==> config.mk <==
export PLATFORM = sky130hd
export DESIGN_NAME = bms_master_status
export DESIGN_NICKNAME = d
export VERILOG_FILES = /design/src/bms_pkg.sv /design/src/bms_master_status.sv
export SDC_FILE = /design/constraint.sdc
export NUM_CORES = 1
export LEC_CHECK = 0
export BUFFER_PORTS_ARGS = -buffer_cell sky130_fd_sc_hd__buf_2
export CORE_ASPECT_RATIO = 1.75
export CORE_UTILIZATION = 25
export CTS_BUF_LIST = sky130_fd_sc_hd__clkbuf_16
export DETAILED_ROUTE_END_ITERATION = 8
export PLACE_DENSITY_LB_ADDON = 0.12
export SLEW_MARGIN = 15
export SYNTH_ARGS = -nofsm -noshare
export SYNTH_HDL_FRONTEND = slang
export SYNTH_SLANG_ARGS = --single-unit
==> constraint.sdc <==
create_clock -name aclk -period 2.8 [get_ports aclk]
set_input_delay 0.56 -clock aclk [delete_from_list [all_inputs] [get_ports aclk]]
set_output_delay 0.56 -clock aclk [all_outputs]
set_load 0.05 [all_outputs]
==> src/bms_pkg.sv <==
// bms_pkg: register indices, field positions and command layout for the
// master port status and sniffer register bank.
// assumes a single system clock shared by the bank and the master port logic.
package bms_pkg;

   // register word indices, byte address is four times the index
   localparam logic [9:0] IDX_CAP_ADDR_HI  = 10'h056;  // failed command, upper address
   localparam logic [9:0] IDX_CAP_ADDR_LO  = 10'h057;  // failed command, lower address
   localparam logic [9:0] IDX_CAP_STATUS   = 10'h058;  // failed command qualifiers
   localparam logic [9:0] IDX_MISC_STATUS  = 10'h059;  // master_misc_status
   localparam logic [9:0] IDX_BUS_ERR      = 10'h05A;  // master_bus_error_status
   localparam logic [9:0] IDX_SM_STATE     = 10'h05B;  // master_state_machine_state
   localparam logic [9:0] IDX_MISC_CTRL    = 10'h05C;  // master_misc_control
   localparam logic [9:0] IDX_SNIFF_MATCH  = 10'h05D;  // command_sniffer_match
   localparam logic [9:0] IDX_SNIFF_ADDR   = 10'h05E;  // command_sniffer_address

   localparam int          ADDR_W = 12;     // byte address width of the slave
   localparam int          NQ     = 7;      // number of internal queues
   localparam int          NREQ   = 13;     // bus error requesters
   localparam logic [1:0]  RESP_OKAY   = 2'h0;
   localparam logic [1:0]  RESP_DECERR = 2'h3;

   // misc status fields
   localparam int          ST_POST_ERR  = 0;    // posting_config_error
   localparam int          ST_ETERM_ERR = 1;    // early_term_config_error
   localparam int          ST_Q_LSB     = 18;   // first queue overflow flag
   localparam logic [31:0] ST_MASK      = 32'hFFFC_0003;

   // bus error status fields
   localparam int          BE_LSB  = 19;        // port0_dma_bus_error
   localparam logic [31:0] BE_MASK = 32'hFFF8_0000;

   // misc control fields
   localparam int          CT_FLUSH_LSB = 1;    // flush mode, two bits
   localparam int          CT_QRST_LSB  = 25;   // read_data_queue_reset
   localparam logic [1:0]  FLUSH_AUTO   = 2'h0;
   localparam logic [1:0]  FLUSH_NONE   = 2'h3;

   // sniffer match fields
   localparam int          SN_ENABLE   = 0;
   localparam int          SN_SIZE     = 4;     // four bits
   localparam int          SN_RNW      = 8;
   localparam int          SN_MID      = 9;     // three bits
   localparam int          SN_SRC      = 12;    // source_is_slave_port
   localparam int          SN_FMID     = 14;    // fabric_master_id, two bits
   localparam int          SN_SSIZE    = 16;    // two bits
   localparam int          SN_SIZE_EN  = 25;
   localparam int          SN_RNW_EN   = 26;
   localparam int          SN_MID_EN   = 27;
   localparam int          SN_SRC_EN   = 28;
   localparam int          SN_FMID_EN  = 29;
   localparam int          SN_SSIZE_EN = 30;
   localparam int          SN_ADDR_EN  = 31;
   localparam logic [31:0] SN_MASK     = 32'hFE03_DFF1;

   // capture status fields
   localparam int          CP_VLD   = 0;
   localparam int          CP_LOCK  = 1;
   localparam int          CP_SRC   = 2;
   localparam int          CP_MID   = 3;        // three bits
   localparam int          CP_SSIZE = 6;        // two bits
   localparam int          CP_TYPE  = 8;        // three bits
   localparam int          CP_RNW   = 11;
   localparam int          CP_SIZE  = 12;       // four bits
   localparam int          CP_BE    = 16;       // sixteen bits
   localparam int          CP_UADDR = 28;       // upper four address bits

   // one outgoing command as seen on the master port
   typedef struct packed {
      logic [35:0] addr;            // full command address
      logic [15:0] be;              // byte enables
      logic [3:0]  size;            // transfer size code
      logic [2:0]  xtype;           // transfer type
      logic [2:0]  mid;             // requester id 0..4
      logic [1:0]  fabric_mid;      // fabric_master_id
      logic [1:0]  ssize;           // slave size
      logic        rnw;             // 1 read, 0 write
      logic        src_slave_port;  // source_is_slave_port
      logic        lock_err;        // lock error seen
      logic        line_or_burst;   // not a single transfer
   } bms_cmd_t;

endpackage : bms_pkg

==> src/bms_master_status.sv <==
// bms_master_status: status, error, control and command sniffer registers of the
// outbound master port, reached over an AXI4-Lite slave.
// assumes every event input is a same-clock signal from the master port logic.
//
// Chosen here: the AXI4-Lite slave port.
`timescale 1ns/1ps
module bms_master_status
   import bms_pkg::*;
(
   // clock and reset
   input  wire logic              aclk,
   input  wire logic              aresetn,
   // axi4-lite write address
   input  wire logic [ADDR_W-1:0] s_axi_awaddr,
   input  wire logic              s_axi_awvalid,
   output logic                   s_axi_awready,
   // axi4-lite write data
   input  wire logic [31:0]       s_axi_wdata,
   input  wire logic [3:0]        s_axi_wstrb,
   input  wire logic              s_axi_wvalid,
   output logic                   s_axi_wready,
   // axi4-lite write response
   output logic [1:0]             s_axi_bresp,
   output logic                   s_axi_bvalid,
   input  wire logic              s_axi_bready,
   // axi4-lite read address
   input  wire logic [ADDR_W-1:0] s_axi_araddr,
   input  wire logic              s_axi_arvalid,
   output logic                   s_axi_arready,
   // axi4-lite read data
   output logic [31:0]            s_axi_rdata,
   output logic [1:0]             s_axi_rresp,
   output logic                   s_axi_rvalid,
   input  wire logic              s_axi_rready,
   // master port configuration
   input  wire logic              write_posting_enable,
   input  wire logic              early_term_enable,
   input  wire logic              capture_hold_when_valid,
   // outgoing command stream
   input  wire logic              cmd_valid,
   input  wire bms_cmd_t          cmd,
   // failed transaction report
   input  wire logic              fail_valid,
   input  wire bms_cmd_t          fail_cmd,
   // master port events
   input  wire logic              early_term_seen,
   input  wire logic [NQ-1:0]     queue_overflow,
   input  wire logic [NQ-1:0]     queue_underflow,
   input  wire logic              slave_bus_irq,
   input  wire logic              slave_wr_err,
   input  wire logic [3:0]        slave_wr_err_req,
   // outputs to the master port and interrupt collector
   output logic [NQ-1:0]          queue_reset,
   output logic [1:0]             flush_mode,
   output logic                   auto_flush_en,
   output logic                   int_config_error,
   output logic                   int_queue_error
);

   // byte strobes widened to a bit mask
   function automatic logic [31:0] strb_mask(input logic [3:0] s);
      strb_mask = {{8{s[3]}}, {8{s[2]}}, {8{s[1]}}, {8{s[0]}}};
   endfunction

   // word index of a byte address
   function automatic logic [9:0] word_idx(input logic [ADDR_W-1:0] a);
      word_idx = a[ADDR_W-1:2];
   endfunction

   // registers that answer on the bus
   function automatic logic mapped(input logic [9:0] i);
      mapped = (i >= IDX_CAP_ADDR_HI) && (i <= IDX_SNIFF_ADDR);
   endfunction

   // axi handshake state
   logic              aw_held_r;      // write address taken, waiting for data
   logic              w_held_r;       // write data taken, waiting for address
   logic [9:0]        wr_idx_r;       // latched write word index
   logic [31:0]       wdata_r;        // latched write data
   logic [3:0]        wstrb_r;        // latched strobes
   logic              aw_held_nxt;
   logic              w_held_nxt;
   logic              bvalid_nxt;
   logic              rvalid_nxt;
   logic              do_write;       // both halves present, perform the write
   logic [31:0]       wbits;          // written ones under the strobes
   logic [31:0]       rd_val;         // read mux result

   // register state
   logic [31:0]       misc_st_r;      // sticky error flags
   logic [31:0]       misc_st_nxt;
   logic [31:0]       bus_err_r;      // posted write error flags
   logic [31:0]       bus_err_nxt;
   logic [1:0]        flush_r;        // flush mode field
   logic [31:0]       sniff_r;        // sniffer criteria
   logic [31:0]       sniffa_r;       // sniffer address
   logic [31:0]       cap_hi_r;       // captured upper address
   logic [31:0]       cap_lo_r;       // captured lower address
   logic [31:0]       cap_st_r;       // captured qualifiers
   logic [31:0]       st_set;         // hardware set terms for misc status
   logic [31:0]       be_set;         // hardware set terms for bus errors
   logic              sniff_hit;      // a command matches the sniffer
   logic              cap_clr;        // software clears the capture set
   logic              cap_take;       // capture event this cycle
   bms_cmd_t          cap_src;        // command to be captured

   // write channel: address and data taken in either order
   always_comb begin
      do_write    = aw_held_r && w_held_r && !s_axi_bvalid;
      aw_held_nxt = aw_held_r || (s_axi_awvalid && s_axi_awready);
      w_held_nxt  = w_held_r || (s_axi_wvalid && s_axi_wready);
      if (do_write) begin
         aw_held_nxt = 1'b0;
         w_held_nxt  = 1'b0;
      end
      bvalid_nxt = do_write || (s_axi_bvalid && !s_axi_bready);
      wbits      = wdata_r & strb_mask(wstrb_r);
   end

   // write channel registers; ready drops once a half is held
   always_ff @(posedge aclk) begin
      if (!aresetn) begin
         aw_held_r     <= 1'b0;
         w_held_r      <= 1'b0;
         s_axi_awready <= 1'b0;
         s_axi_wready  <= 1'b0;
         s_axi_bvalid  <= 1'b0;
         s_axi_bresp   <= RESP_OKAY;
         wr_idx_r      <= '0;
         wdata_r       <= '0;
         wstrb_r       <= '0;
      end else begin
         aw_held_r     <= aw_held_nxt;
         w_held_r      <= w_held_nxt;
         s_axi_awready <= !aw_held_nxt && !bvalid_nxt;
         s_axi_wready  <= !w_held_nxt && !bvalid_nxt;
         s_axi_bvalid  <= bvalid_nxt;
         if (s_axi_awvalid && s_axi_awready) begin
            wr_idx_r <= word_idx(s_axi_awaddr);
         end
         if (s_axi_wvalid && s_axi_wready) begin
            wdata_r <= s_axi_wdata;
            wstrb_r <= s_axi_wstrb;
         end
         if (do_write) begin
            s_axi_bresp <= mapped(wr_idx_r) ? RESP_OKAY : RESP_DECERR;
         end
      end
   end

   // read mux; the live slave irq overrides the stored error bits
   always_comb begin
      rd_val = '0;
      unique case (word_idx(s_axi_araddr))
         IDX_CAP_ADDR_HI: rd_val = cap_hi_r;
         IDX_CAP_ADDR_LO: rd_val = cap_lo_r;
         IDX_CAP_STATUS:  rd_val = cap_st_r;
         IDX_MISC_STATUS: rd_val = misc_st_r;
         IDX_BUS_ERR:     rd_val = slave_bus_irq ? BE_MASK : bus_err_r;
         IDX_SM_STATE:    rd_val = '0;
         IDX_MISC_CTRL:   rd_val = {29'h0, flush_r, 1'b0};
         IDX_SNIFF_MATCH: rd_val = sniff_r;
         IDX_SNIFF_ADDR:  rd_val = sniffa_r;
         default:         rd_val = '0;
      endcase
      rvalid_nxt = (s_axi_arvalid && s_axi_arready) || (s_axi_rvalid && !s_axi_rready);
   end

   // read channel; one read under way at a time, no read side effects
   always_ff @(posedge aclk) begin
      if (!aresetn) begin
         s_axi_arready <= 1'b0;
         s_axi_rvalid  <= 1'b0;
         s_axi_rdata   <= '0;
         s_axi_rresp   <= RESP_OKAY;
      end else begin
         s_axi_arready <= !rvalid_nxt;
         s_axi_rvalid  <= rvalid_nxt;
         if (s_axi_arvalid && s_axi_arready) begin
            s_axi_rdata <= rd_val;
            s_axi_rresp <= mapped(word_idx(s_axi_araddr)) ? RESP_OKAY : RESP_DECERR;
         end
      end
   end

   // misc status: hardware set wins over a one written in the same cycle
   always_comb begin
      st_set = '0;
      st_set[ST_POST_ERR]  = cmd_valid && cmd.line_or_burst && !write_posting_enable;
      st_set[ST_ETERM_ERR] = early_term_seen && !early_term_enable;
      for (int q = 0; q < NQ; q++) begin
         st_set[ST_Q_LSB + 2*q]     = queue_overflow[q];
         st_set[ST_Q_LSB + 2*q + 1] = queue_underflow[q];
      end
      misc_st_nxt = misc_st_r;
      if (do_write && (wr_idx_r == IDX_MISC_STATUS)) begin
         misc_st_nxt = misc_st_r & ~wbits;
      end
      misc_st_nxt = (misc_st_nxt | st_set) & ST_MASK;
   end

   // misc status register and its interrupt roll-up
   always_ff @(posedge aclk) begin
      if (!aresetn) begin
         misc_st_r        <= '0;
         int_config_error <= 1'b0;
         int_queue_error  <= 1'b0;
      end else begin
         misc_st_r        <= misc_st_nxt;
         int_config_error <= |misc_st_nxt[ST_ETERM_ERR:ST_POST_ERR];
         int_queue_error  <= |misc_st_nxt[31:ST_Q_LSB];
      end
   end

   // bus error flags from posted write errors, one bit per requester
   always_comb begin
      be_set = '0;
      // requester code 0..12 lands on bits 19..31 in the documented order
      if (slave_wr_err && write_posting_enable &&
          (slave_wr_err_req < 4'(NREQ))) begin
         be_set[BE_LSB + int'(slave_wr_err_req)] = 1'b1;
      end
      bus_err_nxt = bus_err_r;
      // clearing only touches the stored bits; a held slave irq masks them
      if (do_write && (wr_idx_r == IDX_BUS_ERR)) begin
         bus_err_nxt = bus_err_r & ~wbits;
      end
      bus_err_nxt = (bus_err_nxt | be_set) & BE_MASK;
   end

   // bus error register
   always_ff @(posedge aclk) begin
      if (!aresetn) begin
         bus_err_r <= '0;
      end else begin
         bus_err_r <= bus_err_nxt;
      end
   end

   // misc control: flush mode and one-cycle queue reset pulses
   always_ff @(posedge aclk) begin
      if (!aresetn) begin
         flush_r       <= FLUSH_AUTO;
         flush_mode    <= FLUSH_AUTO;
         auto_flush_en <= 1'b1;
         queue_reset   <= '0;
      end else begin
         queue_reset <= '0;
         if (do_write && (wr_idx_r == IDX_MISC_CTRL)) begin
            queue_reset <= wbits[CT_QRST_LSB +: NQ];
            if (wstrb_r[0]) begin
               flush_r    <= wdata_r[CT_FLUSH_LSB +: 2];
               flush_mode <= wdata_r[CT_FLUSH_LSB +: 2];
               // reserved codes are treated as no flush, the safe side
               auto_flush_en <= (wdata_r[CT_FLUSH_LSB +: 2] == FLUSH_AUTO);
            end
         end
      end
   end

   // sniffer criteria and address, reserved bits dropped on write
   always_ff @(posedge aclk) begin
      if (!aresetn) begin
         sniff_r  <= '0;
         sniffa_r <= '0;
      end else if (do_write) begin
         if (wr_idx_r == IDX_SNIFF_MATCH) begin
            sniff_r <= ((sniff_r & ~strb_mask(wstrb_r)) | wbits) & SN_MASK;
         end
         if (wr_idx_r == IDX_SNIFF_ADDR) begin
            sniffa_r <= (sniffa_r & ~strb_mask(wstrb_r)) | wbits;
         end
      end
   end

   // sniffer compare; a disabled criterion always passes
   always_comb begin
      sniff_hit = cmd_valid && sniff_r[SN_ENABLE];
      if (sniff_r[SN_SIZE_EN] && (cmd.size != sniff_r[SN_SIZE +: 4])) begin
         sniff_hit = 1'b0;
      end
      if (sniff_r[SN_RNW_EN] && (cmd.rnw != sniff_r[SN_RNW])) begin
         sniff_hit = 1'b0;
      end
      if (sniff_r[SN_MID_EN] && (cmd.mid != sniff_r[SN_MID +: 3])) begin
         sniff_hit = 1'b0;
      end
      if (sniff_r[SN_SRC_EN] && (cmd.src_slave_port != sniff_r[SN_SRC])) begin
         sniff_hit = 1'b0;
      end
      if (sniff_r[SN_FMID_EN] && (cmd.fabric_mid != sniff_r[SN_FMID +: 2])) begin
         sniff_hit = 1'b0;
      end
      if (sniff_r[SN_SSIZE_EN] && (cmd.ssize != sniff_r[SN_SSIZE +: 2])) begin
         sniff_hit = 1'b0;
      end
      if (sniff_r[SN_ADDR_EN] && (cmd.addr[31:0] != sniffa_r)) begin
         sniff_hit = 1'b0;
      end
   end

   // capture selection: a failure outranks a sniff hit in the same cycle
   always_comb begin
      cap_clr  = do_write && (wr_idx_r == IDX_CAP_STATUS);
      cap_src  = fail_valid ? fail_cmd : cmd;
      cap_take = fail_valid || sniff_hit;
      // hold mode keeps the first capture until software clears it
      if (capture_hold_when_valid && cap_st_r[CP_VLD] && !cap_clr) begin
         cap_take = 1'b0;
      end
   end

   // capture registers; a capture wins over a clear in the same cycle
   always_ff @(posedge aclk) begin
      if (!aresetn) begin
         cap_hi_r <= '0;
         cap_lo_r <= '0;
         cap_st_r <= '0;
      end else if (cap_take) begin
         cap_hi_r <= '0;
         cap_hi_r[CP_UADDR +: 4]   <= cap_src.addr[35:32];
         cap_lo_r                  <= cap_src.addr[31:0];
         cap_st_r[CP_VLD]          <= 1'b1;
         cap_st_r[CP_LOCK]         <= cap_src.lock_err;
         cap_st_r[CP_SRC]          <= cap_src.src_slave_port;
         cap_st_r[CP_MID +: 3]     <= cap_src.mid;
         cap_st_r[CP_SSIZE +: 2]   <= cap_src.ssize;
         cap_st_r[CP_TYPE +: 3]    <= cap_src.xtype;
         cap_st_r[CP_RNW]          <= cap_src.rnw;
         cap_st_r[CP_SIZE +: 4]    <= cap_src.size;
         cap_st_r[CP_BE +: 16]     <= cap_src.be;
      end else if (cap_clr) begin
         cap_hi_r <= '0;
         cap_lo_r <= '0;
         cap_st_r <= '0;
      end
   end

endmodule // bms_master_status

==> metrics <==
busiest grt layer=met2; crit-path cells=xnor2_1 > nand4_1 > nor4_2 > a21oi_1 > or4_2 > buf_12 > o22ai_1; Worst-Margin Slew=1060 ps; GR Layer Usage met1=0.231; Tcrit/Tclk final=0.943; adder-cell area share of the yosys netlist=0; CTS max path bufs=3; Area growth syn-to-layout=29.3%; first-pass GRT wire length=66700 um; Crit. End Element=flop; routed len/inst=21.7 um; Clock Pin Slew Worst Setup and Hold Paths=~70 ps; Port Buffers=278; Setup TNS Final=0 ps; Syn Inst Count=1243; core outline area=~43000 sq um; Mapped Nets=1476; top cells by area, synth=dfxtp_1 45%, mux2i_1 12%, nand2_1 8.1%, a21oi_1 4.9%, nor2_1 3.9%; RSZ-0062 raised after global routing=false; initial antenna violation count=6; worst path bufs/invs=1; mux cell area share after synthesis=0.118; post-synthesis compound-gate area fraction=0.181; DRC violations left=0; global route overflow=0; Num CTS Buffers=27; yosys warns=0; #FFs+latches synth=249; Synth cell types=48; Final Hold Fails=0; met2 Use GR=0.376; Critical Path AT=3110 ps; min-delay worst type=in -> reg; Fmax achieved=around 380 MHz; die area=~45000 sq um; outcome=completed; sequential fraction of the synthesis area=0.455; ys flop type=dfxtp_1; net load switching power=about 2.2 mW; slew margin rel.=0.296; startpoint types=flop; multi-input logic area=5620 sq um; Reg area=4980 sq um; I/O pin cnt=286; clock share of power=0.434; PnR worst setup slack=159 ps; Iteration-0 DRC Markers=594; dpl ws=-346 ps; Top Family by Delay on Critical Path=simple AND/OR/NAND/NOR gates; Root Buffer=clkbuf_16; post-synth top area share=0.455; PD cells=582 nW/um^2; Via Count=10.2k; largest family of logic cells by synthesized area=compound AO/OA/AOI/OAI gates; XOR/XNOR share of the synthesized area=0.0360; Int Pwr=roughly 6.1 mW; Cell Rows=101; final instance area=approximately 14000 sq um; EDFF count, synth=0; Routed WL=45800 um; dpl hpwl=~35000 um; largest net degree at the start of global routing=91; Final Slew Violations=0; slowest CP cell=or4_2; TritonRoute pass-1 iters=5; Sink Count=249; Design Power=8.25 mW; critical-path maximum fanout=44; mean post-synth cell area=8.81 sq um; Initial Utilization=0.253; Sw Share=0.264; Die H=279 um; max-cap violation count=0; Routability Congestion=0.812; Clock Latency Late Sink=540 ps; layout cells sized above 1=0.275; area share of and/or/nand/nor cells after synthesis=0.174; crit path kind=reg -> reg; Die W=roughly 160 um; Post-CTS Hold Fix Bufs=0; Gate power share=0.107; All-Layer GR Usage=0.202; H-tree depth=1; Peak VDD IR=0.315 mV; P_leak=around 6.2 nW; CTS tree=built; Final min period=between 2000 and 3000 ps; mapped cell area=11000 sq um; Filler cells=4622; final setup violation count=0; Synth async-reset ratio=0; Synth area leader=dfxtp_1; Post-CTS Setup Bufs=0; Final Net Count=1755; Placed Area=~13000 sq um; antenna viol nets, final=0; Via-to-Cell Ratio=4.83; GR Util met3=0.0302; Flop pwr share=0.459; CP Data Required Time=3270 ps; vias in the first global route=10.3k; Clock Skews=8.48 ps; Worst path max stage delay=750 ps
==> synthesized netlist by cell type, types with 3 or more instances <==
cell / n
o22ai_1: 37
nor2_1: 113
a222oi_1: 25
buf_2: 8
dfxtp_1: 249
xor2_1: 6
and2_1: 3
nor2b_1: 7
nand4_1: 18
o22ai_2: 30
nor3_1: 9
nand2b_1: 4
nand2_1: 236
and3_1: 9
buf_1: 3
o21ai_0: 29
and4_1: 3
xnor2_1: 39
a221oi_1: 5
nor3b_1: 3
clkbuf_1: 70
mux2i_1: 129
buf_6: 4
a21oi_1: 108
o211ai_1: 3
buf_4: 3
a21o_1: 27
nand3_1: 27
a22oi_1: 12
==> routing by layer <==
metal / vias up / part of all wire
met4: 10 / 0.028
li1: 4962 / -
met5: - / 0.0014
met1: 4834 / 0.40
met2: 315 / 0.52
met3: 58 / 0.049
==> power by group through the flow <==
stage	clock (mW)	sequential (mW)	combinational (mW)
2_1_floorplan	0	3.84	0.446
3_3_place_gp	0	3.86	0.886
3_5_place_dp	0	3.86	0.894
4_1_cts	3.68	3.79	0.897
5_1_grt	3.82	3.80	0.955
6_report	3.58	3.79	0.881
==> final timing paths <==
path                            cells past startpoint                      endpoint                         start  slack (ps)
worst max register to register                      7     cap_lo_r[26]$_SDFFE_PN0P_                          flop         160
worst min register to register                      1  s_axi_rdata[27]$_SDFFE_PN0P_  s_axi_rdata[27]$_SDFFE_PN0P_         450
worst min-delay path                                3      misc_st_r[23]$_SDFF_PN0_            queue_underflow[2]         250
worst max-delay path                                7     cap_lo_r[26]$_SDFFE_PN0P_                          flop         160
==> cells by family (layout without fill, tap and decap cells) <==
logic type      after synthesis  count (layout)
simple gates                444             444
compound gates              285             285
flops                       249             249
mux                         129             129
buf+inv                      91             388
xor+xnor                     45              45
other cells                   0               1
==> per-stage QoR <==
stage | hold WS [ps] | utilization | cells
after detailed placement | 438 | 0.307 | 2059
after floorplan | 432 | - | 1243
after CTS | 229 | 0.327 | 2106
after global routing | 235 | 0.327 | 2107
final | 245 | 0.327 | 2107
after global placement | 433 | 0.307 | 2059
==> placed cells by master (no fill, tap or decap), types with 4 or more instances in the layout <==
cell and count:
a221oi_1 5, xnor2_1 37, a222oi_1 25, buf_4 50, clkbuf_16 27, clkinv_2 9
a21o_1 27, dfxtp_1 249, nand2b_1 4, o22ai_1 37, a22oi_1 12, a21oi_1 106
inv_1 4, o22ai_2 30, nor2b_1 7, nand3_1 27, mux2i_1 129, nand4_1 18
and3_1 9, buf_12 11, nor2_1 112, o21ai_0 29, xor2_1 6, buf_2 277
nor3_1 8, nand2_1 236
==> worst reg2reg max path, delay by kind of cell, from the launching register on <==
family | cells | cell delay [ps]
AO/OA/AOI/OAI | 2 | 360
XOR/XNOR | 1 | 340
buffers and inverters | 1 | 240
flip-flops | 1 | 340
AND/OR/NAND/NOR | 3 | 1280
==> final cells by class <==
class	count	area share
Antenna cell	1	0.000177
Clock buffer	27	0.0477
Clock inverter	20	0.0125
Inverter	3	0.000971
Multi-Input combinational cell	903	0.397
Sequential cell	249	0.352
Tap cell	566	0.0500
Timing Repair Buffer	338	0.140
==> repair_timing <==
action	CTS	global route
setup endpoints to repair	13	46
gates cloned	0	0
gates resized for setup	1	2
(Power assumes the default switching activity.)
